--- src/rtl/clk_prescale_pkg.sv ---
`default_nettype none
package clk_prescale_pkg;

   // Register byte offsets, one aligned word each
   localparam logic [7:0] OSC_CTRL_OFF = 8'h00;
   localparam logic [7:0] SYS_CTRL2_OFF = 8'h04;
   localparam logic [7:0] TMA_OFF       = 8'h08;

   // Oscillator control field positions
   localparam int SUB_STOP_BIT = 7;
   localparam int RSV_RO_BIT   = 6;
   localparam int RSV_RW_HI    = 5;
   localparam int RSV_RW_LO    = 3;
   localparam int SEL_FLAG_BIT = 2;
   localparam int ACT_FLAG_BIT = 1;
   localparam int RSV0_BIT     = 0;

   // System control 2 and timer A mode fields
   localparam int MDIV_HI_BIT = 1;
   localparam int MDIV_LO_BIT = 0;
   localparam int CLR_HI_BIT  = 3;
   localparam int CLR_LO_BIT  = 2;

   // Reset values
   localparam logic [2:0] RSV_RW_RST = 3'h0;
   localparam logic [1:0] MDIV_RST   = 2'h0;
   localparam logic [7:0] TMA_RST    = 8'h00;

   // Counter shapes and dividers
   localparam int         S_WIDTH      = 13;
   localparam int         W_WIDTH      = 5;
   localparam int         MD_CNT_W     = 7;
   localparam logic [7:0] MDIV_BASE    = 8'h10;
   localparam logic [1:0] SUB_DIV_LAST = 2'h3;

   // Bus answers
   localparam logic [1:0] RESP_OKAY   = 2'h0;
   localparam logic [1:0] RESP_SLVERR = 2'h2;

   typedef enum logic [2:0] {
      MODE_ACTIVE_HIGH = 3'h0,
      MODE_ACTIVE_MED  = 3'h1,
      MODE_SLEEP_HIGH  = 3'h2,
      MODE_SLEEP_MED   = 3'h3,
      MODE_STANDBY     = 3'h4,
      MODE_WATCH       = 3'h5,
      MODE_SUBACTIVE   = 3'h6,
      MODE_SUBSLEEP    = 3'h7
   } power_mode_t;

   typedef enum logic [1:0] {
      WR_COLLECT = 2'h1,
      WR_RESP    = 2'h2
   } wr_state_t;

   typedef enum logic [1:0] {
      RD_IDLE = 2'h1,
      RD_RESP = 2'h2
   } rd_state_t;

   typedef struct packed {
      logic [S_WIDTH-1:0] sys;
      logic [W_WIDTH-1:0] sub;
   } taps_t;

   typedef struct packed {
      logic sys_osc;
      logic onchip_osc;
      logic sub_osc;
   } osc_en_t;

endpackage : clk_prescale_pkg
`default_nettype wire

--- src/rtl/prescaler_counter.sv ---
`timescale 1ns/100ps
`default_nettype none
module prescaler_counter
   import clk_prescale_pkg::*;
#(
   parameter int WIDTH = 13
) (
   input  wire logic             aclk,
   input  wire logic             aresetn,
   input  wire logic             clear,
   input  wire logic             advance,
   output var  logic [WIDTH-1:0] count,
   output var  logic [WIDTH-1:0] taps
);

   typedef struct packed {
      logic [WIDTH-1:0] cnt;
      logic [WIDTH-1:0] tap;
   } pstate_t;

   pstate_t st_r;
   pstate_t st_nxt;

   // Tap i fires when the carry reaches bit i, one pulse per 2^(i+1) advances
   function automatic logic [WIDTH-1:0] tap_pulses(input logic [WIDTH-1:0] c,
                                                   input logic             adv);
      logic [WIDTH-1:0] t;
      logic             carry;
      t     = '0;
      carry = adv;
      for (int i = 0; i < WIDTH; i++) begin
         carry = carry & c[i];
         t[i]  = carry;
      end
      return t;
   endfunction : tap_pulses

   // Clear beats advance; taps are enables, never derived clocks
   always_comb begin
      st_nxt = st_r;
      if (clear) begin
         st_nxt.cnt = '0;
         st_nxt.tap = '0;
      end else begin
         st_nxt.tap = tap_pulses(st_r.cnt, advance);
         if (advance) begin
            st_nxt.cnt = st_r.cnt + {{(WIDTH-1){1'b0}}, 1'b1};
         end
      end
   end

   always_ff @(posedge aclk) begin
      if (!aresetn) begin
         st_r <= '0;
      end else begin
         st_r <= st_nxt;
      end
   end

   assign count = st_r.cnt;
   assign taps  = st_r.tap;

endmodule : prescaler_counter
`default_nettype wire

--- src/rtl/clock_prescaler_osc_select.sv ---
`timescale 1ns/100ps
`default_nettype none
module clock_prescaler_osc_select
   import clk_prescale_pkg::*;
#(
   parameter int ADDR_W = 8
) (
   input  wire logic              aclk,
   input  wire logic              aresetn,
   input  wire logic [ADDR_W-1:0] awaddr,
   input  wire logic [2:0]        awprot,
   input  wire logic              awvalid,
   output var  logic              awready,
   input  wire logic [31:0]       wdata,
   input  wire logic [3:0]        wstrb,
   input  wire logic              wvalid,
   output var  logic              wready,
   output var  logic [1:0]        bresp,
   output var  logic              bvalid,
   input  wire logic              bready,
   input  wire logic [ADDR_W-1:0] araddr,
   input  wire logic [2:0]        arprot,
   input  wire logic              arvalid,
   output var  logic              arready,
   output var  logic [31:0]       rdata,
   output var  logic [1:0]        rresp,
   output var  logic              rvalid,
   input  wire logic              rready,
   input  wire logic              osc_select_pin,
   input  wire power_mode_t       power_mode,
   input  wire logic              sub_tick,
   output var  taps_t             taps,
   output var  osc_en_t           osc_en
);

   typedef struct packed {
      wr_state_t         wr_st;
      rd_state_t         rd_st;
      logic              awready;
      logic              wready;
      logic              bvalid;
      logic [1:0]        bresp;
      logic              arready;
      logic              rvalid;
      logic [1:0]        rresp;
      logic [31:0]       rdata;
      logic              aw_got;
      logic              w_got;
      logic [ADDR_W-1:0] aw_addr;
      logic [7:0]        wbyte;
      logic              wlane0;
      logic [ADDR_W-1:0] rd_addr;
      logic              sub_stop;
      logic [2:0]        rsv_rw;
      logic              rsv0;
      logic              sel_flag;
      logic [1:0]        mdiv;
      logic [7:0]        timer_a_mode_reg;
      logic              w_clr;
      logic [MD_CNT_W-1:0] md_cnt;
      logic [1:0]        sub_div;
      logic              sys_osc_en;
      logic              onchip_osc_en;
      logic              sub_osc_on;
   } state_t;

   localparam state_t ST_RST = '{
      wr_st: WR_COLLECT, rd_st: RD_IDLE, awready: 1'b0, wready: 1'b0,
      bvalid: 1'b0, bresp: RESP_OKAY, arready: 1'b0, rvalid: 1'b0,
      rresp: RESP_OKAY, rdata: 32'h0000_0000, aw_got: 1'b0, w_got: 1'b0,
      aw_addr: '0, wbyte: 8'h00, wlane0: 1'b0, rd_addr: '0,
      sub_stop: 1'b0, rsv_rw: RSV_RW_RST, rsv0: 1'b0, sel_flag: 1'b0,
      mdiv: MDIV_RST, timer_a_mode_reg: TMA_RST, w_clr: 1'b0, md_cnt: '0,
      sub_div: 2'h0, sys_osc_en: 1'b0, onchip_osc_en: 1'b0, sub_osc_on: 1'b1};

   state_t              st_r;
   state_t              st_nxt;
   logic                s_adv;
   logic                s_clr;
   logic                w_adv;
   logic                lp_mode;
   logic                med_mode;
   logic [S_WIDTH-1:0]  s_count;
   logic [S_WIDTH-1:0]  s_taps;
   logic [W_WIDTH-1:0]  w_count;
   logic [W_WIDTH-1:0]  w_taps;

   // One-hot register select, shared by the write and read paths
   function automatic logic [2:0] reg_decode(input logic [ADDR_W-1:0] a);
      logic [2:0] hit;
      hit    = 3'h0;
      hit[0] = (a[ADDR_W-1:2] == (ADDR_W-2)'(OSC_CTRL_OFF[7:2]));
      hit[1] = (a[ADDR_W-1:2] == (ADDR_W-2)'(SYS_CTRL2_OFF[7:2]));
      hit[2] = (a[ADDR_W-1:2] == (ADDR_W-2)'(TMA_OFF[7:2]));
      return hit;
   endfunction : reg_decode

   // Medium-speed divider hit: /16, /32, /64 or /128 of the system clock
   function automatic logic div_hit(input logic [MD_CNT_W-1:0] cnt,
                                    input logic [1:0]          sel);
      logic [7:0] mask;
      mask = (MDIV_BASE << sel) - 8'h01;
      return ((cnt & mask[MD_CNT_W-1:0]) == mask[MD_CNT_W-1:0]);
   endfunction : div_hit

   // Mode decode drives the system prescaler
   always_comb begin
      lp_mode  = (power_mode == MODE_STANDBY) || (power_mode == MODE_WATCH) ||
                 (power_mode == MODE_SUBACTIVE) || (power_mode == MODE_SUBSLEEP);
      med_mode = (power_mode == MODE_ACTIVE_MED) || (power_mode == MODE_SLEEP_MED);
      s_clr    = lp_mode;
      if (med_mode) begin
         s_adv = div_hit(st_r.md_cnt, st_r.mdiv);
      end else begin
         s_adv = !lp_mode;
      end
      // Stop bit gates the subclock itself, so no mode gating here
      w_adv = sub_tick && !st_r.sub_stop && (st_r.sub_div == SUB_DIV_LAST);
   end

   // Next-state logic: bus slave, registers, dividers
   always_comb begin
      logic [2:0] whit;
      logic [2:0] rhit;
      whit   = 3'h0;
      rhit   = 3'h0;
      st_nxt = st_r;
      st_nxt.w_clr = 1'b0;

      // Pre-dividers run only where they are consumed
      if (med_mode) begin
         st_nxt.md_cnt = st_r.md_cnt + {{(MD_CNT_W-1){1'b0}}, 1'b1};
      end else begin
         st_nxt.md_cnt = '0;
      end
      if (sub_tick && !st_r.sub_stop) begin
         st_nxt.sub_div = st_r.sub_div + 2'h1;
      end

      // Address and data are taken in either order
      if (awvalid && st_r.awready) begin
         st_nxt.aw_got  = 1'b1;
         st_nxt.aw_addr = awaddr;
      end
      if (wvalid && st_r.wready) begin
         st_nxt.w_got  = 1'b1;
         st_nxt.wbyte  = wdata[7:0];
         st_nxt.wlane0 = wstrb[0];
      end

      unique case (st_r.wr_st)
         WR_COLLECT: begin
            if (st_nxt.aw_got && st_nxt.w_got) begin
               whit          = reg_decode(st_nxt.aw_addr);
               st_nxt.aw_got = 1'b0;
               st_nxt.w_got  = 1'b0;
               st_nxt.bvalid = 1'b1;
               st_nxt.bresp  = (whit == 3'h0) ? RESP_SLVERR : RESP_OKAY;
               st_nxt.wr_st  = WR_RESP;
               if (st_nxt.wlane0 && whit[0]) begin
                  st_nxt.sub_stop = st_nxt.wbyte[SUB_STOP_BIT];
                  st_nxt.rsv_rw   = st_nxt.wbyte[RSV_RW_HI:RSV_RW_LO];
                  st_nxt.rsv0     = st_nxt.wbyte[RSV0_BIT];
               end
               if (st_nxt.wlane0 && whit[1]) begin
                  st_nxt.mdiv = st_nxt.wbyte[MDIV_HI_BIT:MDIV_LO_BIT];
               end
               if (st_nxt.wlane0 && whit[2]) begin
                  // Clear bits act on write only and are not stored
                  st_nxt.timer_a_mode_reg = st_nxt.wbyte & ~(8'h01 << CLR_HI_BIT) & ~(8'h01 << CLR_LO_BIT);
                  st_nxt.w_clr = st_nxt.wbyte[CLR_HI_BIT] && st_nxt.wbyte[CLR_LO_BIT];
               end
            end
         end
         WR_RESP: begin
            if (bready) begin
               st_nxt.bvalid = 1'b0;
               st_nxt.wr_st  = WR_COLLECT;
            end
         end
         default: begin
            st_nxt.wr_st  = WR_COLLECT;
            st_nxt.bvalid = 1'b0;
         end
      endcase
      st_nxt.awready = (st_nxt.wr_st == WR_COLLECT) && !st_nxt.aw_got;
      st_nxt.wready  = (st_nxt.wr_st == WR_COLLECT) && !st_nxt.w_got;
      // Run enable kept in its own flop so the pin needs no inverter
      st_nxt.sub_osc_on = !st_nxt.sub_stop;

      // Read path; the system prescaler is deliberately absent from the map
      unique case (st_r.rd_st)
         RD_IDLE: begin
            if (arvalid && st_r.arready) begin
               rhit           = reg_decode(araddr);
               st_nxt.rd_addr = araddr;
               st_nxt.rvalid  = 1'b1;
               st_nxt.rresp   = (rhit == 3'h0) ? RESP_SLVERR : RESP_OKAY;
               st_nxt.rdata   = 32'h0000_0000;
               st_nxt.rd_st   = RD_RESP;
               if (rhit[0]) begin
                  st_nxt.rdata[SUB_STOP_BIT]         = st_r.sub_stop;
                  st_nxt.rdata[RSV_RO_BIT]           = 1'b0;
                  st_nxt.rdata[RSV_RW_HI:RSV_RW_LO]  = st_r.rsv_rw;
                  st_nxt.rdata[SEL_FLAG_BIT]         = st_r.sel_flag;
                  st_nxt.rdata[ACT_FLAG_BIT]         = st_r.onchip_osc_en;
                  st_nxt.rdata[RSV0_BIT]             = st_r.rsv0;
               end
               if (rhit[1]) begin
                  st_nxt.rdata[MDIV_HI_BIT:MDIV_LO_BIT] = st_r.mdiv;
               end
               if (rhit[2]) begin
                  st_nxt.rdata[7:0] = st_r.timer_a_mode_reg;
               end
            end
         end
         RD_RESP: begin
            if (rready) begin
               st_nxt.rvalid = 1'b0;
               st_nxt.rd_st  = RD_IDLE;
            end
         end
         default: begin
            st_nxt.rd_st  = RD_IDLE;
            st_nxt.rvalid = 1'b0;
         end
      endcase
      st_nxt.arready = (st_nxt.rd_st == RD_IDLE);
   end

   // Synchronous reset; the select strap is sampled on every reset cycle
   always_ff @(posedge aclk) begin
      if (!aresetn) begin
         st_r               <= ST_RST;
         st_r.sel_flag      <= osc_select_pin;
         st_r.onchip_osc_en <= osc_select_pin;
         st_r.sys_osc_en    <= !osc_select_pin;
      end else begin
         st_r <= st_nxt;
      end
   end

   // System prescaler, halted and held at zero in low-power modes
   prescaler_counter #(
      .WIDTH   (S_WIDTH)
   ) u_sys_prescaler (
      .aclk    (aclk),
      .aresetn (aresetn),
      .clear   (s_clr),
      .advance (s_adv),
      .count   (s_count),
      .taps    (s_taps)
   );

   // Subclock prescaler, never mode-gated
   prescaler_counter #(
      .WIDTH   (W_WIDTH)
   ) u_sub_prescaler (
      .aclk    (aclk),
      .aresetn (aresetn),
      .clear   (st_r.w_clr),
      .advance (w_adv),
      .count   (w_count),
      .taps    (w_taps)
   );

   // Outputs straight from flip-flops
   assign awready           = st_r.awready;
   assign wready            = st_r.wready;
   assign bvalid            = st_r.bvalid;
   assign bresp             = st_r.bresp;
   assign arready           = st_r.arready;
   assign rvalid            = st_r.rvalid;
   assign rresp             = st_r.rresp;
   assign rdata             = st_r.rdata;
   assign taps.sys          = s_taps;
   assign taps.sub          = w_taps;
   assign osc_en.sys_osc    = st_r.sys_osc_en;
   assign osc_en.onchip_osc = st_r.onchip_osc_en;
   assign osc_en.sub_osc    = st_r.sub_osc_on;
endmodule : clock_prescaler_osc_select
`default_nettype wire

--- config.mk ---
export PLATFORM = sky130hd
export DESIGN_NAME = clock_prescaler_osc_select
export DESIGN_NICKNAME = d
export VERILOG_FILES = /design/src/rtl/clk_prescale_pkg.sv /design/src/rtl/prescaler_counter.sv /design/src/rtl/clock_prescaler_osc_select.sv
export SDC_FILE = /design/constraint.sdc
export NUM_CORES = 1
export LEC_CHECK = 0
export BUFFER_PORTS_ARGS = -buffer_cell sky130_fd_sc_hd__buf_4
export CELL_PAD_IN_SITES_DETAIL_PLACEMENT = 0
export CELL_PAD_IN_SITES_GLOBAL_PLACEMENT = 1
export CORE_ASPECT_RATIO = 0.6
export CORE_MARGIN = 5
export CORE_UTILIZATION = 37
export DETAILED_ROUTE_END_ITERATION = 10
export PLACE_DENSITY = 0.78
export SYNTH_ARGS = -nofsm -noshare
export SYNTH_HDL_FRONTEND = slang
export SYNTH_SLANG_ARGS = --single-unit
--- constraint.sdc ---
create_clock -name aclk -period 2.6 [get_ports aclk]
set_input_delay 0.26 -clock aclk [delete_from_list [all_inputs] [get_ports aclk]]
set_output_delay 0.26 -clock aclk [all_outputs]
set_load 0.1 [all_outputs]
# --- Yosys cells after proc, flatten, opt, wreduce, memory -nomap -nowiden ---
# Cells that the tools add are included.
totals:
  latchBits: 0
  rom_bits: 0
  mem_bits_rw: 0
  mem_count: 0
  reg_bits: 102
  input_bits: 70
  elab_cells: 143
classes:
  mul: 0
  n_mux: 27
  n_reduce_logical: 37
  n_eq_ne: 22
  n_bitwise: 20
  n_div: 0
  n_shift: 1
  add_sub_neg: 5
  magnitude_cmp: 0
op_table:
  columns: ["operator", "n"]
  rows:
  - ["two-way mux 35 bit", 1]
  - ["two-way mux 8 bit", 3]
  - ["bitwise AND 1 bit", 18]
  - ["two-way mux 2 bit", 9]
  - ["two-way mux 5 bit", 3]
  - ["adder 13 x 1 -> 13 bit (second input constant)", 1]
  - ["== test 3 bit (second input constant)", 4]
  - ["== test 6 x 1 -> 1 bit (second input constant)", 2]
  - ["== test 6 x 2 -> 1 bit (second input constant)", 2]
  - ["logical AND 1 bit", 12]
  - ["logical NOT 6 bit", 2]
  - ["AND reduction 2 bit", 5]
  - ["two-way mux 9 bit", 1]
  - ["AND reduction 3 bit", 3]
  - ["== test 2 x 1 -> 1 bit (second input constant)", 4]
  - ["inequality test 2 bit (second input constant)", 4]
  - ["one-hot mux 2 bit (2 select lines)", 2]
  - ["adder 7 x 1 -> 7 bit (second input constant)", 1]
  - ["bitwise AND 7 bit", 1]
  - ["== test 7 bit", 1]
  - ["<< shifter 5 x 2 -> 7 bit (first input constant)", 1]
  - ["subtractor 7 x 1 -> 7 bit (second input constant)", 1]
  - ["== test 2 bit (second input constant)", 3]
  - ["logical NOT 1 bit", 6]
  - ["12 further kinds", 22]

# --- Depth between registers and ports, before layout ---
# Gate-level depths: netlist of run 1.
logic_depth:
  ltp_word: 19
  depth_mapped: 8
  depth_no_buf: 7

# --- By module ---
# From an unflattened synthesis of run 1, not the netlist that was laid out.
hier_totals:
  hier_cells: 450
  hier_area_um2: 4330.4
modules_own_cells:
  columns: ["mod", "cells_each", "n_inst", "area_per_inst_um2"]
  rows:
  - ["clock_prescaler_osc_select", 315, 1, 2969.1]
  - ["prescaler_counter at u_sys_prescaler", 96, 1, 974.7]
  - ["prescaler_counter at u_sub_prescaler", 39, 1, 386.6]

# --- Worst setup path before layout of run 1 ---
# OpenSTA, ideal clock, no wires.
synth_path:
  path_type: "register to register"
  start: "register st_r, in the netlist wready"
  end: "register st_r[19] (netlist name)"
  t_arrival_ns: 2.539
  period_less_slack_ns: 2.660
  required_time_ns: 2.479
  setup_time_ns: 0.121
  setup_slack_ns: -0.060
  path_stages_with_launch: 6
  path_buffers: 1
  cell_sequence: "dfxtp_1 -> nand2_1 -> mux2i_1 -> or4b_1 -> buf_2 -> mux2_2"
synth_via:
  elab_chain_len: 4
synth_rtl:
  columns: ["element", "line", "text"]
  rows:
  - ["start, declared", "clock_prescaler_osc_select.sv:76", "state_t st_r;"]
  - ["start signal, assigned", "clock_prescaler_osc_select.sv:239", "st_r <= st_nxt;"]
  - ["logical AND 1 bit *", "clock_prescaler_osc_select.sv:145", "if (wvalid && st_r.wready) begin"]
  - ["two-way mux 1 bit or two-way mux 9 bit (tied branches)", "clock_prescaler_osc_select.sv:145", null]
  - ["logical AND 1 bit, on equally long branches", "clock_prescaler_osc_select.sv:153, clock_prescaler_osc_select.sv:168", null]
  - ["AND reduction 3 bit (no source line)", null, null]
# Mark *: on every way between the ends. The rest lies on a longest branch, timed or not.
# A chain may end at the register's enable or synchronous reset.

# --- Final worst setup path of run 1 ---
layout_path:
  start: "register st_r[52] (netlist name)"
  end: "register st_r[19] (netlist name)"
layout_via:
  elab_chain_len: 4
layout_rtl:
  columns: ["element", "line", "text"]
  rows:
  - ["two-way mux 8 bit", "clock_prescaler_osc_select.sv:141", "if (awvalid && st_r.awready) begin"]
  - ["== test 6 x 2 -> 1 bit", "clock_prescaler_osc_select.sv:94", "hit[2] = (a[ADDR_W-1:2] == (ADDR_W-2)'(TMA_OFF[7:2]));"]
  - ["logical AND 1 bit", "clock_prescaler_osc_select.sv:168", "if (st_nxt.wlane0 && whit[2]) begin"]
  - ["AND reduction 3 bit (no source line)", null, null]
# No other way between the ends.

==> Implementation_results.wiki, run 1 <==
{| class="wikitable"
! Metric !! Value
|-
| Maximum vdd drop || 0.6387 mV
|-
| Synth unique cells || 49
|-
| Placeable core area || 11,150 µm²
|-
| Worst setup slack for register-to-register paths || 380 ps
|-
| First-pass GRT wire length || 15,080 µm
|-
| Flip-flop and latch count after synthesis || 98
|-
| Min-delay worst type || primary input to register
|-
| Number of CTS-inserted buffers || 9
|-
| Number of optimization iterations in the first detailed-route pass || 4
|-
| Tmin final || 2223 ps
|-
| Number of logic stages on the critical path including buffering || 5
|-
| Peak clock frequency supported by timing || 449.9 MHz
|-
| Buffer type at the clock tree root || sky130_fd_sc_hd__clkbuf_16
|-
| Kind of cell adding the most delay to the critical path || simple AND/OR/NAND/NOR gates
|-
| Avg WL per Cell || 13.69 µm
|-
| Hold Vio Cnt, Final || 0
|-
| Critical path start-end classification || register to register
|-
| Crit path max fanout || 7
|-
| Peak per-stage delay on the critical path || 690 ps
|-
| Area grow syn2layout || 17.90%
|-
| Worst hold path startpoint || osc_select_pin
|-
| Final WL || 8966 µm
|-
| Top_reg_cell synth || sky130_fd_sc_hd__dfxtp_1
|-
| Leakage power || 2.142 nW
|-
| TritonCTS Sinks || 98
|-
| Die Outline Area || 13,510 µm²
|-
| Final layout net count || 584
|-
| Count of buffers inserted at the top-level ports || 67
|-
| Number of cells traversed by the worst hold path || 1
|-
| Global router's overall resource usage || 13.88%
|-
| # H-tree levels || 3
|-
| Fraction of layout cells with a size suffix above 1 || 20.16%
|-
| Total number of yosys warnings || 0
|-
| Hold buffer count at cts || 0
|-
| Final Skew || 8.075 ps
|-
| Inserted Diodes || 0
|-
| Slowest cell on crit path || sky130_fd_sc_hd__or4b_1
|-
| Overall die width || 146.8 µm
|-
| # rows || 30
|-
| Residual overflow from global routing || 0
|-
| Vias in the first global route || 3,065
|-
| Setup violators final || 0
|-
| Final Max Tran Viols || 0
|-
| Status || complete, no violations
|-
| Global placement routability congestion || 0.8003
|-
| Min-Delay Endpoint || osc_en[1]$_DFFE_PN_
|-
| CTS tree || done
|-
| Post-synthesis cell area || 4153 µm²
|-
| Setup WS pre-CTS || 293.6 ps
|-
| I/O pin total || 132
|-
| Critical Path, Cell by Cell || nor4_1 -> nand2_1 -> o22ai_1 -> or4b_1 -> mux2_2
|-
| Worst reg2reg startpoint || st_r[52]$_SDFF_PN0_
|-
| PostCTS Resize Cnt || 0
|-
| Aggregate negative setup slack || 0 ps
|-
| Final worst setup slack || 377.4 ps
|-
| Final Cycle Share || 85.48%
|-
| Avg Synthesized Cell Area || 9.147 µm²
|-
| Worst-case clock buffer depth || 2
|-
| Total power per unit cell area || 861.9 nW/µm²
|-
| Element type at the critical path end || register
|-
| Worst endpoint required time || 2830 ps
|-
| Setup repair after global routing missed its margin || no
|-
| Initial Utilization || 37.25%
|-
| Number of antenna violations at the first check in global routing || 0
|-
| Violation count after the first detailed-route iteration || 179
|-
| R2r worst-path depth || 5
|-
| Register area share after synthesis || 47.73%
|-
| EDFF count, synth || 2
|-
| Post-route DRC || 0
|-
| Worst endpoint data arrival time || 2450 ps
|-
| Number of maximum-capacitance constraint violations || 0
|-
| Via-to-Cell Ratio || 4.724
|-
| Clock edge transition at the registers on the reported setup and hold paths || 60 ps
|-
| Actual transition at the worst max-transition pin || 813.2 ps
|-
| Routed vias || 3,094
|-
| Fillers || 1,087
|-
| Buffer and inverter count on the worst path || 0
|-
| Die Height || 92.06 µm
|-
| Category of the worst setup path launch point || register
|-
| Clock insertion delay at the later pin of the skew report || 340 ps
|-
| Max-slew headroom at the worst pin || 45.78%
|-
| Destination of the worst register-to-register timing path || st_r[19]$_SDFFE_PN0P_
|-
| Estimated wirelength of the detail-placed design || 6823 µm
|-
| Number of instances in the synthesized netlist || 454
|-
| # Post-CTS Setup Buffers || 0
|-
| Pin count of the biggest net entering global routing || 35
|-
| Antenna-violating nets left || 0
|-
| Fraction of registers with async set or reset after synthesis || 0%
|}
## sequential cells by signal (all words and copies together) (netlist names)
signal	flops
st_r	44
u_sys_prescaler.count	13
u_sys_prescaler.taps	13
rdata	8
u_sub_prescaler.count	5
u_sub_prescaler.taps	5
osc_en	3
arready	1
awready	1
bresp	1
bvalid	1
rresp	1
rvalid	1
wready	1
## final cells by class
| class | count | area (µm²) | area share, % |
|---|---|---|---|
| multi-input combinational | 311 | 1846 | 37.69 |
| sequential | 98 | 1983 | 40.51 |
| timing repair buffer | 71 | 533.0 | 10.89 |
| clock buffer | 12 | 246.5 | 5.034 |
| inverter | 15 | 56.30 | 1.150 |
| tap | 144 | 180.2 | 3.680 |
| clock inverter | 4 | 51.30 | 1.048 |
## placed cells by master (no fill, tap or decap), types with 2 or more instances in the layout
cell type,n
sky130_fd_sc_hd__dfxtp_1,95
sky130_fd_sc_hd__buf_4,71
sky130_fd_sc_hd__nand2_1,56
sky130_fd_sc_hd__nor2_1,52
sky130_fd_sc_hd__conb_1,26
sky130_fd_sc_hd__a21oi_1,20
sky130_fd_sc_hd__mux2i_1,19
sky130_fd_sc_hd__inv_1,14
sky130_fd_sc_hd__xnor2_1,13
sky130_fd_sc_hd__nor3_1,12
sky130_fd_sc_hd__and2_1,11
sky130_fd_sc_hd__nand3_1,11
sky130_fd_sc_hd__nor4_1,10
sky130_fd_sc_hd__mux2_2,10
sky130_fd_sc_hd__and3_1,9
sky130_fd_sc_hd__clkbuf_16,9
sky130_fd_sc_hd__ha_1,8
sky130_fd_sc_hd__o21ai_0,5
sky130_fd_sc_hd__xor2_1,5
sky130_fd_sc_hd__a221oi_1,5
sky130_fd_sc_hd__nand2b_1,4
sky130_fd_sc_hd__nor2b_1,4
sky130_fd_sc_hd__nand4_1,4
sky130_fd_sc_hd__o21a_1,2
sky130_fd_sc_hd__o221a_2,2
sky130_fd_sc_hd__o31ai_1,2
sky130_fd_sc_hd__or4_1,2
sky130_fd_sc_hd__a31o_2,2
sky130_fd_sc_hd__clkbuf_1,2
sky130_fd_sc_hd__edfxtp_1,2
## cell usage after synthesis (4+ instances only)
library cell               count  area share (%)
sky130_fd_sc_hd__mux2_2       10             2.7
sky130_fd_sc_hd__nand2b_1      4            0.60
sky130_fd_sc_hd__nand3_1      11             1.3
sky130_fd_sc_hd__dfxtp_1      96              46
sky130_fd_sc_hd__a21oi_1      20             2.4
sky130_fd_sc_hd__mux2i_1      19             4.6
sky130_fd_sc_hd__nor4_1       10             1.5
sky130_fd_sc_hd__nor2_1       52             4.7
sky130_fd_sc_hd__and3_1        9             1.4
sky130_fd_sc_hd__ha_1          8             2.4
sky130_fd_sc_hd__xnor2_1      13             2.7
sky130_fd_sc_hd__buf_4        39             7.1
sky130_fd_sc_hd__o21ai_0       5            0.60
sky130_fd_sc_hd__and2_1       11             1.7
sky130_fd_sc_hd__nor2b_1       4            0.60
sky130_fd_sc_hd__nand2_1      56             5.1
sky130_fd_sc_hd__inv_1        14             1.3
sky130_fd_sc_hd__nand4_1       4            0.60
sky130_fd_sc_hd__a221oi_1      5             1.1
sky130_fd_sc_hd__xor2_1        5             1.1
sky130_fd_sc_hd__nor3_1       12             1.4
sky130_fd_sc_hd__clkbuf_1     13             1.2
## worst reg2reg max path, delay by kind of cell, from the launching register on
family / cells / cell delay, ps
AO/OA/AOI/OAI: 1 / 200
multiplexers: 1 / 350
AND/OR/NAND/NOR: 3 / 1250
flip-flops: 1 / 310
## report_power, final
part	leakage, nW	internal, mW	switching, mW
clock	0.143	0.772	0.545
combinational	1.20	0.295	0.906
sequential	0.797	1.63	0.0757
total	2.14	2.69	1.53
## routing by layer
layer  vias to the layer above  GRT usage, %  wire length [µm]
met1                      1437         19.39              4633
met3                         6         5.086               508
met5                         -             0                 0
met2                        69         20.30              3743
li1                       1582             -                 -
met4                         0         3.286                80
## worst max path at each step
stage                                   start                     to  slack [ps]
final                     st_r[52]$_SDFF_PN0_  st_r[19]$_SDFFE_PN0P_         380
after global routing       awready$_SDFF_PN0_    st_r[12]$_SDFF_PN0_         230
after global placement              awaddr[6]  st_r[19]$_SDFFE_PN0P_         300
after floorplan            awready$_SDFF_PN0_  st_r[19]$_SDFFE_PN0P_           5
after CTS                  awready$_SDFF_PN0_  st_r[19]$_SDFFE_PN0P_         400
after detailed placement            awaddr[6]  st_r[19]$_SDFFE_PN0P_         290
## logic make-up (layout without fill, tap and decap cells)
| logic type | after synthesis | count (layout) | synth area share, % |
|---|---|---|---|
| DFF | 98 | 98 | 47.73 |
| xor gates and xnor gates | 18 | 18 | 3.796 |
| muxes | 29 | 29 | 7.291 |
| other | 1 | 26 | 0.09030 |
| AOI/OAI and AO/OA | 44 | 44 | 6.809 |
| buffers and inverters | 70 | 102 | 10.09 |
| and+or+nand+nor | 186 | 186 | 21.78 |
| adders and majority gates | 8 | 8 | 2.410 |
## stage by stage
step           total power [mW]  util, %  hold WS, ps  instance area, µm²  std cells
4_1_cts                   4.264    43.92        88.93                4896        655
6_report                  4.220    43.92        103.5                4896        655
3_3_place_gp              2.914    41.25        423.5                4598        639
5_1_grt                   4.432    43.92        82.89                4896        655
3_5_place_dp              2.930    41.25        436.0                4598        639
2_1_floorplan             2.754        -        358.9                4248        479
Note: power is estimated with default switching activity, not from simulation.
==> run 2: changes to the inputs <==
--- a/config.mk
+++ b/config.mk
@@ -12,7 +12,7 @@
 export CORE_MARGIN = 5
 export CORE_UTILIZATION = 37
 export DETAILED_ROUTE_END_ITERATION = 10
-export PLACE_DENSITY = 0.78
+export PLACE_DENSITY_LB_ADDON = 0.05
 export SYNTH_ARGS = -nofsm -noshare
 export SYNTH_HDL_FRONTEND = slang
 export SYNTH_SLANG_ARGS = --single-unit
==> run 2 against run 1 <==
Effect of this change:
- clock power barely moved
- flip-flop and latch count did not move
- register-to-register slack improved by 20 ps
- global-route usage fell by 0.26 points
- non-clock buffer count rose by 3
- die area did not move
- combinational power barely moved
- via count rose by 0.26%
- critical path type unchanged
- critical endpoint is now st_r[12]$_SDFF_PN0_
- largest power group unchanged
- highest routed layer unchanged
==> Implementation_results.wiki, run 2 (synthesis gave the netlist of run 1 again) <==
{| class="wikitable"
! Metric !! Value
|-
| # H-tree levels || 3
|-
| Pin count of the biggest net entering global routing || 34
|-
| Clock edge transition at the registers on the reported setup and hold paths || 70 ps
|-
| Avg WL per Cell || 13.72 µm
|-
| Leading cell type in the layout, fill and taps excluded || sky130_fd_sc_hd__dfxtp_1
|-
| Actual transition at the worst max-transition pin || 893.2 ps
|-
| Hold buffer count at cts || 0
|-
| Initial Utilization || 37.25%
|-
| Number of antenna violations at the first check in global routing || 0
|-
| Via-to-Cell Ratio || 4.714
|-
| Residual overflow from global routing || 0
|-
| Maximum vdd drop || 0.4867 mV
|-
| GRT Max-Usage Layer || met1
|-
| Hold Vio Cnt, Final || 0
|-
| Final worst setup slack || 401.6 ps
|-
| Worst endpoint data arrival time || 2430 ps
|-
| Number of maximum-capacitance constraint violations || 0
|-
| Peak per-stage delay on the critical path || 690 ps
|-
| Die Outline Area || 13,510 µm²
|-
| Leakage power || 2.151 nW
|-
| Max-slew headroom at the worst pin || 40.45%
|-
| Setup violators final || 0
|-
| Most frequent cells in the layout || sky130_fd_sc_hd__dfxtp_1, sky130_fd_sc_hd__buf_4, sky130_fd_sc_hd__nand2_1, sky130_fd_sc_hd__nor2_1, sky130_fd_sc_hd__conb_1
|-
| Post-route DRC || 0
|-
| Buffer and inverter count on the worst path || 0
|-
| Element type at the critical path end || register
|-
| Antenna-violating nets left || 0
|-
| Estimated wirelength of the detail-placed design || 6723 µm
|-
| Flip-flop and latch area || 1983 µm²
|-
| Final Cycle Share || 84.55%
|-
| Global placement routability congestion || 0.7421
|-
| Total power per unit cell area || 855.7 nW/µm²
|-
| Fillers || 1,102
|-
| Min-delay worst type || primary input to register
|-
| Inserted Diodes || 0
|-
| Final standard cell area without fillers || 4920 µm²
|-
| Fraction of layout cells with a size suffix above 1 || 21.01%
|-
| Crit path max fanout || 7
|-
| Total area of multi-input combinational cells || 1846 µm²
|-
| Critical Path, Cell by Cell || and2_1 -> nand2_1 -> o22ai_1 -> or4b_1 -> nor4_1
|-
| Peak clock frequency supported by timing || 454.9 MHz
|-
| Met1 track utilization from global routing || 20.37%
|-
| Worst-case clock buffer depth || 2
|-
| Tmin final || 2198 ps
|-
| Category of the worst setup path launch point || register
|-
| Instance area at placement || 4621 µm²
|-
| Placeable core area || 11,150 µm²
|-
| Overall die width || 146.8 µm
|-
| Global router's overall resource usage || 13.62%
|-
| Number of CTS-inserted buffers || 9
|-
| Clock insertion delay at the later pin of the skew report || 340 ps
|-
| Vias in the first global route || 2,795
|-
| Final layout net count || 587
|-
| TritonCTS Sinks || 98
|-
| Most flops, register || st_r
|-
| Count of buffers inserted at the top-level ports || 67
|-
| I/O pin total || 132
|-
| Final Skew || 5.789 ps
|-
| Status || complete, no violations
|-
| Buffer type at the clock tree root || sky130_fd_sc_hd__clkbuf_16
|-
| Flip-flop count of the largest register, all copies and words added || 44
|-
| # Post-CTS Setup Buffers || 0
|-
| Die Height || 92.06 µm
|-
| Worst endpoint required time || 2830 ps
|-
| Routed vias || 3,102
|-
| # rows || 30
|-
| Final WL || 9028 µm
|-
| Kind of cell adding the most delay to the critical path || simple AND/OR/NAND/NOR gates
|-
| Critical path start-end classification || register to register
|-
| Worst hold-check slack || 103.2 ps
|-
| Number of optimization iterations in the first detailed-route pass || 4
|-
| Final Max Tran Viols || 0
|-
| CTS tree || done
|-
| First-pass GRT wire length || 14,570 µm
|-
| PostCTS Resize Cnt || 0
|-
| Area grow syn2layout || 18.47%
|-
| Aggregate negative setup slack || 0 ps
|-
| Met3 track demand over resource in global routing || 4.296%
|-
| Slowest cell on crit path || sky130_fd_sc_hd__or4b_1
|-
| Met2 track demand over resource in global routing || 18.38%
|-
| Violation count after the first detailed-route iteration || 196
|-
| Setup WS pre-CTS || 347.2 ps
|-
| Setup repair after global routing missed its margin || no
|-
| Tot Pwr || 4.210 mW
|}
## run 2: changes by cell type in the layout (fill, tap and decap cells not counted), sizes merged
cell      delta
inv          +1
clkinvlp     +2
bufinv       -1
clkbuf       -2
buf          +3
## run 2: power by group
part	switching, mW	internal [mW]	leakage [nW]	total, mW
Clock	0.584	0.713	0.136	1.30
Combinational	0.910	0.303	1.22	1.21
Sequential	0.0741	1.63	0.797	1.70
## run 2: worst paths after layout
path / start / end / slack [ps] / cells after the start
worst min register to register: st_r[5]$_SDFF_PN0_ / st_r[5]$_SDFF_PN0_ / 440 / 1
worst max register to register: awready$_SDFF_PN0_ / st_r[12]$_SDFF_PN0_ / 400 / 5
worst min-delay path: osc_select_pin / osc_en[1]$_DFFE_PN_ / 100 / 1
worst max-delay path: awready$_SDFF_PN0_ / st_r[12]$_SDFF_PN0_ / 400 / 5
## run 2: area by class of cell
type | count | share of cell area, %
Multi-Input combinational cell | 311 | 37.51
Clock buffer | 10 | 5.086
Sequential cell | 98 | 40.31
Tap cell | 144 | 3.662
Clock inverter | 6 | 0.9919
Timing Repair Buffer | 74 | 11.29
Inverter | 15 | 1.144
## run 2: worst register-to-register path, stage by stage (launching register included)
cell and delay [ps]:
sky130_fd_sc_hd__dfxtp_1 380, sky130_fd_sc_hd__and2_1 280, sky130_fd_sc_hd__nand2_1 110, sky130_fd_sc_hd__o22ai_1 220, sky130_fd_sc_hd__or4b_1 690, sky130_fd_sc_hd__nor4_1 400
## run 2: stage by stage
stage	utilization [%]	std cells
3_3_place_gp	41.45	642
6_report	44.13	658
2_1_floorplan	-	479
4_1_cts	44.13	658
5_1_grt	44.13	658
3_5_place_dp	41.45	642
## run 2: layer usage
layer	vias up	routed length (µm)
met2	71	3627
met4	0	99
met1	1423	4770
met3	10	531
met5	-	0
li1	1598	-
==> run 3: changes to the inputs <==
--- a/config.mk
+++ b/config.mk
@@ -5,12 +5,13 @@
 export SDC_FILE = /design/constraint.sdc
 export NUM_CORES = 1
 export LEC_CHECK = 0
+export ABC_AREA = 1
 export BUFFER_PORTS_ARGS = -buffer_cell sky130_fd_sc_hd__buf_4
 export CELL_PAD_IN_SITES_DETAIL_PLACEMENT = 0
 export CELL_PAD_IN_SITES_GLOBAL_PLACEMENT = 1
 export CORE_ASPECT_RATIO = 0.6
 export CORE_MARGIN = 5
-export CORE_UTILIZATION = 37
+export CORE_UTILIZATION = 33
 export DETAILED_ROUTE_END_ITERATION = 10
 export PLACE_DENSITY_LB_ADDON = 0.05
 export SYNTH_ARGS = -nofsm -noshare
==> constraint.sdc (replaced) <==
create_clock -name aclk -period 2 [get_ports aclk]
set_input_delay 0.2 -clock aclk [delete_from_list [all_inputs] [get_ports aclk]]
set_output_delay 0.2 -clock aclk [all_outputs]
set_load 0.1 [all_outputs]
==> run 3 against run 2 <==
Effect of this change:
- synthesized area increased by 5.0%
- final cell count increased by 18%
- clock power increased by 32%
- global-route usage decreased by 0.39 points
- via count increased by 9.4%
- worst hold slack got worse by 45 ps
- utilization decreased by 4.0 points
- non-clock buffer count decreased by 2
- first-iteration DRC count decreased by 15%
- combinational power increased by 18%
- highest routed layer unchanged
==> Implementation_results.wiki, run 3 <==
{| class="wikitable"
! Metric !! Value
|-
| Post-synth top cells || sky130_fd_sc_hd__dfxtp_1, sky130_fd_sc_hd__inv_1, sky130_fd_sc_hd__nand2_1
|-
| TritonCTS Sinks || 98
|-
| Kind of cell adding the most delay to the critical path || simple AND/OR/NAND/NOR gates
|-
| Final Cycle Share || 89.59%
|-
| Synth unique cells || 50
|-
| Placeable core area || 12,890 µm²
|-
| Final Max Tran Viols || 0
|-
| NetSw || 1.921 mW
|-
| Leakage power || 2.294 nW
|-
| Count of buffers inserted at the top-level ports || 67
|-
| # H-tree levels || 3
|-
| Aggregate negative setup slack || 0 ps
|-
| Violation count after the first detailed-route iteration || 166
|-
| Residual overflow from global routing || 0
|-
| Worst-case clock buffer depth || 2
|-
| Setup violators final || 0
|-
| Critical path start-end classification || register to register
|-
| I/O pin total || 132
|-
| Sequential fraction of design power || 40.6%
|-
| Clock edge transition at the registers on the reported setup and hold paths || 70 ps
|-
| Worst endpoint required time || 2270 ps
|-
| Number of optimization iterations in the first detailed-route pass || 5
|-
| Final core occ || 40.18%
|-
| Uppermost layer routed || met4
|-
| Post-route DRC || 0
|-
| Element type at the critical path end || register
|-
| Most frequent cells in the layout || sky130_fd_sc_hd__dfxtp_1, sky130_fd_sc_hd__inv_1, sky130_fd_sc_hd__nand2_1, sky130_fd_sc_hd__buf_4, sky130_fd_sc_hd__nor2_1
|-
| CTS tree || done
|-
| Pin count of the biggest net entering global routing || 32
|-
| Buffer and inverter count on the worst path || 0
|-
| Crit path max fanout || 5
|-
| Total area of multi-input combinational cells || 1824 µm²
|-
| Number of maximum-capacitance constraint violations || 0
|-
| Clk pwr share || 32.3%
|-
| Overall die width || 158.4 µm
|-
| Final Skew || 6.885 ps
|-
| Total number of yosys warnings || 0
|-
| Most common cell in the netlist || sky130_fd_sc_hd__dfxtp_1
|-
| Area fraction of the dominant cell type after synthesis || 44.06%
|-
| First-pass GRT wire length || 16,300 µm
|-
| Met3 WL post-DR || 733 µm
|-
| Slowest cell on crit path || sky130_fd_sc_hd__dfxtp_1
|-
| Via-to-Cell Ratio || 4.362
|-
| Die Height || 99.05 µm
|-
| EDFF count, synth || 2
|-
| Clock insertion delay at the later pin of the skew report || 340 ps
|-
| Number of antenna violations at the first check in global routing || 0
|-
| Register area share after synthesis || 45.44%
|-
| Antenna-violating nets left || 0
|-
| Number of instances in the synthesized netlist || 543
|-
| Peak per-stage delay on the critical path || 360 ps
|-
| Category of the worst setup path launch point || register
|-
| Estimated wirelength of the detail-placed design || 7787 µm
|-
| Worst endpoint data arrival time || 2060 ps
|-
| Global router's overall resource usage || 13.23%
|-
| Flip-flop and latch area || 1984 µm²
|-
| Switching Fraction || 36.23%
|-
| Vias in the first global route || 3,214
|-
| Avg WL per Cell || 12.91 µm
|-
| Hold Vio Cnt, Final || 0
|-
| Flip-flop and latch count after synthesis || 98
|-
| Area grow syn2layout || 18.76%
|-
| Length of routed met2 wiring || 3716 µm
|-
| Most flops, register || st_r
|-
| Final layout net count || 681
|-
| Fraction of layout cells with a size suffix above 1 || 22.86%
|-
| Avg Synthesized Cell Area || 8.033 µm²
|-
| # rows || 32
|-
| Status || complete, no violations
|-
| Final WL || 10,040 µm
|-
| Buffer type at the clock tree root || sky130_fd_sc_hd__clkbuf_16
|-
| Tmin final || 1792 ps
|-
| Post-synthesis cell area || 4362 µm²
|-
| Top_reg_cell synth || sky130_fd_sc_hd__dfxtp_1
|-
| Routed vias || 3,394
|-
| Global placement routability congestion || 0.7802
|-
| Met1 wire length || 5499 µm
|-
| Maximum vdd drop || 0.3969 mV
|-
| Initial Utilization || 33.83%
|-
| Critical Path, Cell by Cell || ha_1 -> nand3_2 -> nor2_1 -> nand2_1 -> nand2_2 -> nand4_2 -> nor2_4 -> nand4_1 -> nor3_2
|-
| Number of CTS-inserted buffers || 9
|-
| Relative contribution of combinational cells to total power || 27.1%
|-
| Internal power component || 3.381 mW
|-
| Total power per unit cell area || 1024 nW/µm²
|-
| Setup repair after global routing missed its margin || no
|-
| Leading cell type in the layout, fill and taps excluded || sky130_fd_sc_hd__dfxtp_1
|-
| Fraction of registers with async set or reset after synthesis || 0%
|-
| Peak clock frequency supported by timing || 558.1 MHz
|-
| Largest area contributor in the synthesized netlist || sky130_fd_sc_hd__dfxtp_1
|-
| Flip-flop count of the largest register, all copies and words added || 44
|-
| Fillers || 1,361
|-
| Inserted Diodes || 0
|-
| Tot Pwr || 5.302 mW
|-
| Die Outline Area || 15,690 µm²
|-
| Top post-synthesis cells by area || sky130_fd_sc_hd__dfxtp_1, sky130_fd_sc_hd__buf_4, sky130_fd_sc_hd__inv_1, sky130_fd_sc_hd__nand2_1, sky130_fd_sc_hd__nor2_1
|-
| Min-delay worst type || primary input to register
|}
[run 3: cell count changes in the layout (fill, tap and decap cells not counted), sizes merged, moves of 14 or more]
cell / before / now
inv: 15 / 86
o21ai: 5 / 41
nand2: 56 / 83
nor2: 52 / 71
a21oi: 20 / 38
mux2i: 19 / 5
[run 3: cells by family (layout without fill, tap and decap cells)]
| logic type | after synthesis | in the layout | synth area share (%) |
|---|---|---|---|
| flip-flops | 98 | 98 | 45.44 |
| buffers and inverters | 132 | 172 | 15.29 |
| AO/OA/AOI/OAI | 87 | 87 | 11.68 |
| AND/OR/NAND/NOR | 206 | 206 | 22.86 |
| XOR/XNOR | 6 | 6 | 1.205 |
| multiplexers | 5 | 5 | 1.147 |
| adder cells (fa/ha/maj) | 8 | 8 | 2.295 |
| other | 1 | 26 | 0.08598 |
[run 3: path summary, 6_finish.rpt]
| check | startpoint | to | slack (ps) | cells past startpoint |
|---|---|---|---|---|
| setup reg to reg | st_r[5]$_SDFF_PN0_ | u_sys_prescaler.taps[12]$_SDFF_PP0_ | 210 | 9 |
| setup / recovery | st_r[5]$_SDFF_PN0_ | u_sys_prescaler.taps[12]$_SDFF_PP0_ | 210 | 9 |
| hold reg to reg | st_r[20]$_SDFFE_PN0P_ | st_r[20]$_SDFFE_PN0P_ | 450 | 2 |
| hold / removal | osc_select_pin | osc_en[1]$_DFFE_PN_ | 60 | 1 |
[run 3: repair_timing]
item                                    in CTS  in global routing
resized for setup                            0                  3
endpoints found under the hold margin        0                  0
setup buffers                                0                  0
hold buffers                                 0                  0
endpoints found under the setup margin       0                 10
[run 3: metrics by stage]
| step | hold slack (ps) | instances | setup WS (ps) | area [µm²] |
|---|---|---|---|---|
| floorplan | 298.9 | 568 | 36.52 | 4458 |
| global placement | 409.5 | 762 | 150.7 | 4868 |
| detailed placement | 406.0 | 762 | 112.7 | 4868 |
| CTS | 41.34 | 778 | 91.61 | 5162 |
| global route | 45.23 | 778 | 22.62 | 5180 |
| finish | 57.95 | 778 | 208.3 | 5180 |
[run 3: layer usage]
metal | GRT usage, % | up-vias
met2 | 17.43 | 85
met1 | 20.64 | 1523
met4 | 3.145 | 0
met3 | 3.993 | 10
met5 | 0 | -
li1 | - | 1776
[run 3: power groups by stage]
stage | Clock [mW] | Sequential [mW] | Combinational, mW
final | 1.71 | 2.15 | 1.43
after floorplan | 0 | 2.39 | 1.02
after global placement | 0 | 2.19 | 1.43
after CTS | 1.78 | 2.15 | 1.44
after detailed placement | 0 | 2.20 | 1.43
after global routing | 1.88 | 2.17 | 1.57
[run 3: final cells by class]
cell class                      count  area share [%]
Clock buffer                       10           4.831
Inverter                           84           6.256
Timing Repair Buffer               72           10.43
Sequential cell                    98           38.31
Multi-Input combinational cell    338           35.22
Clock inverter                      6          0.8454
Tap cell                          170           4.106
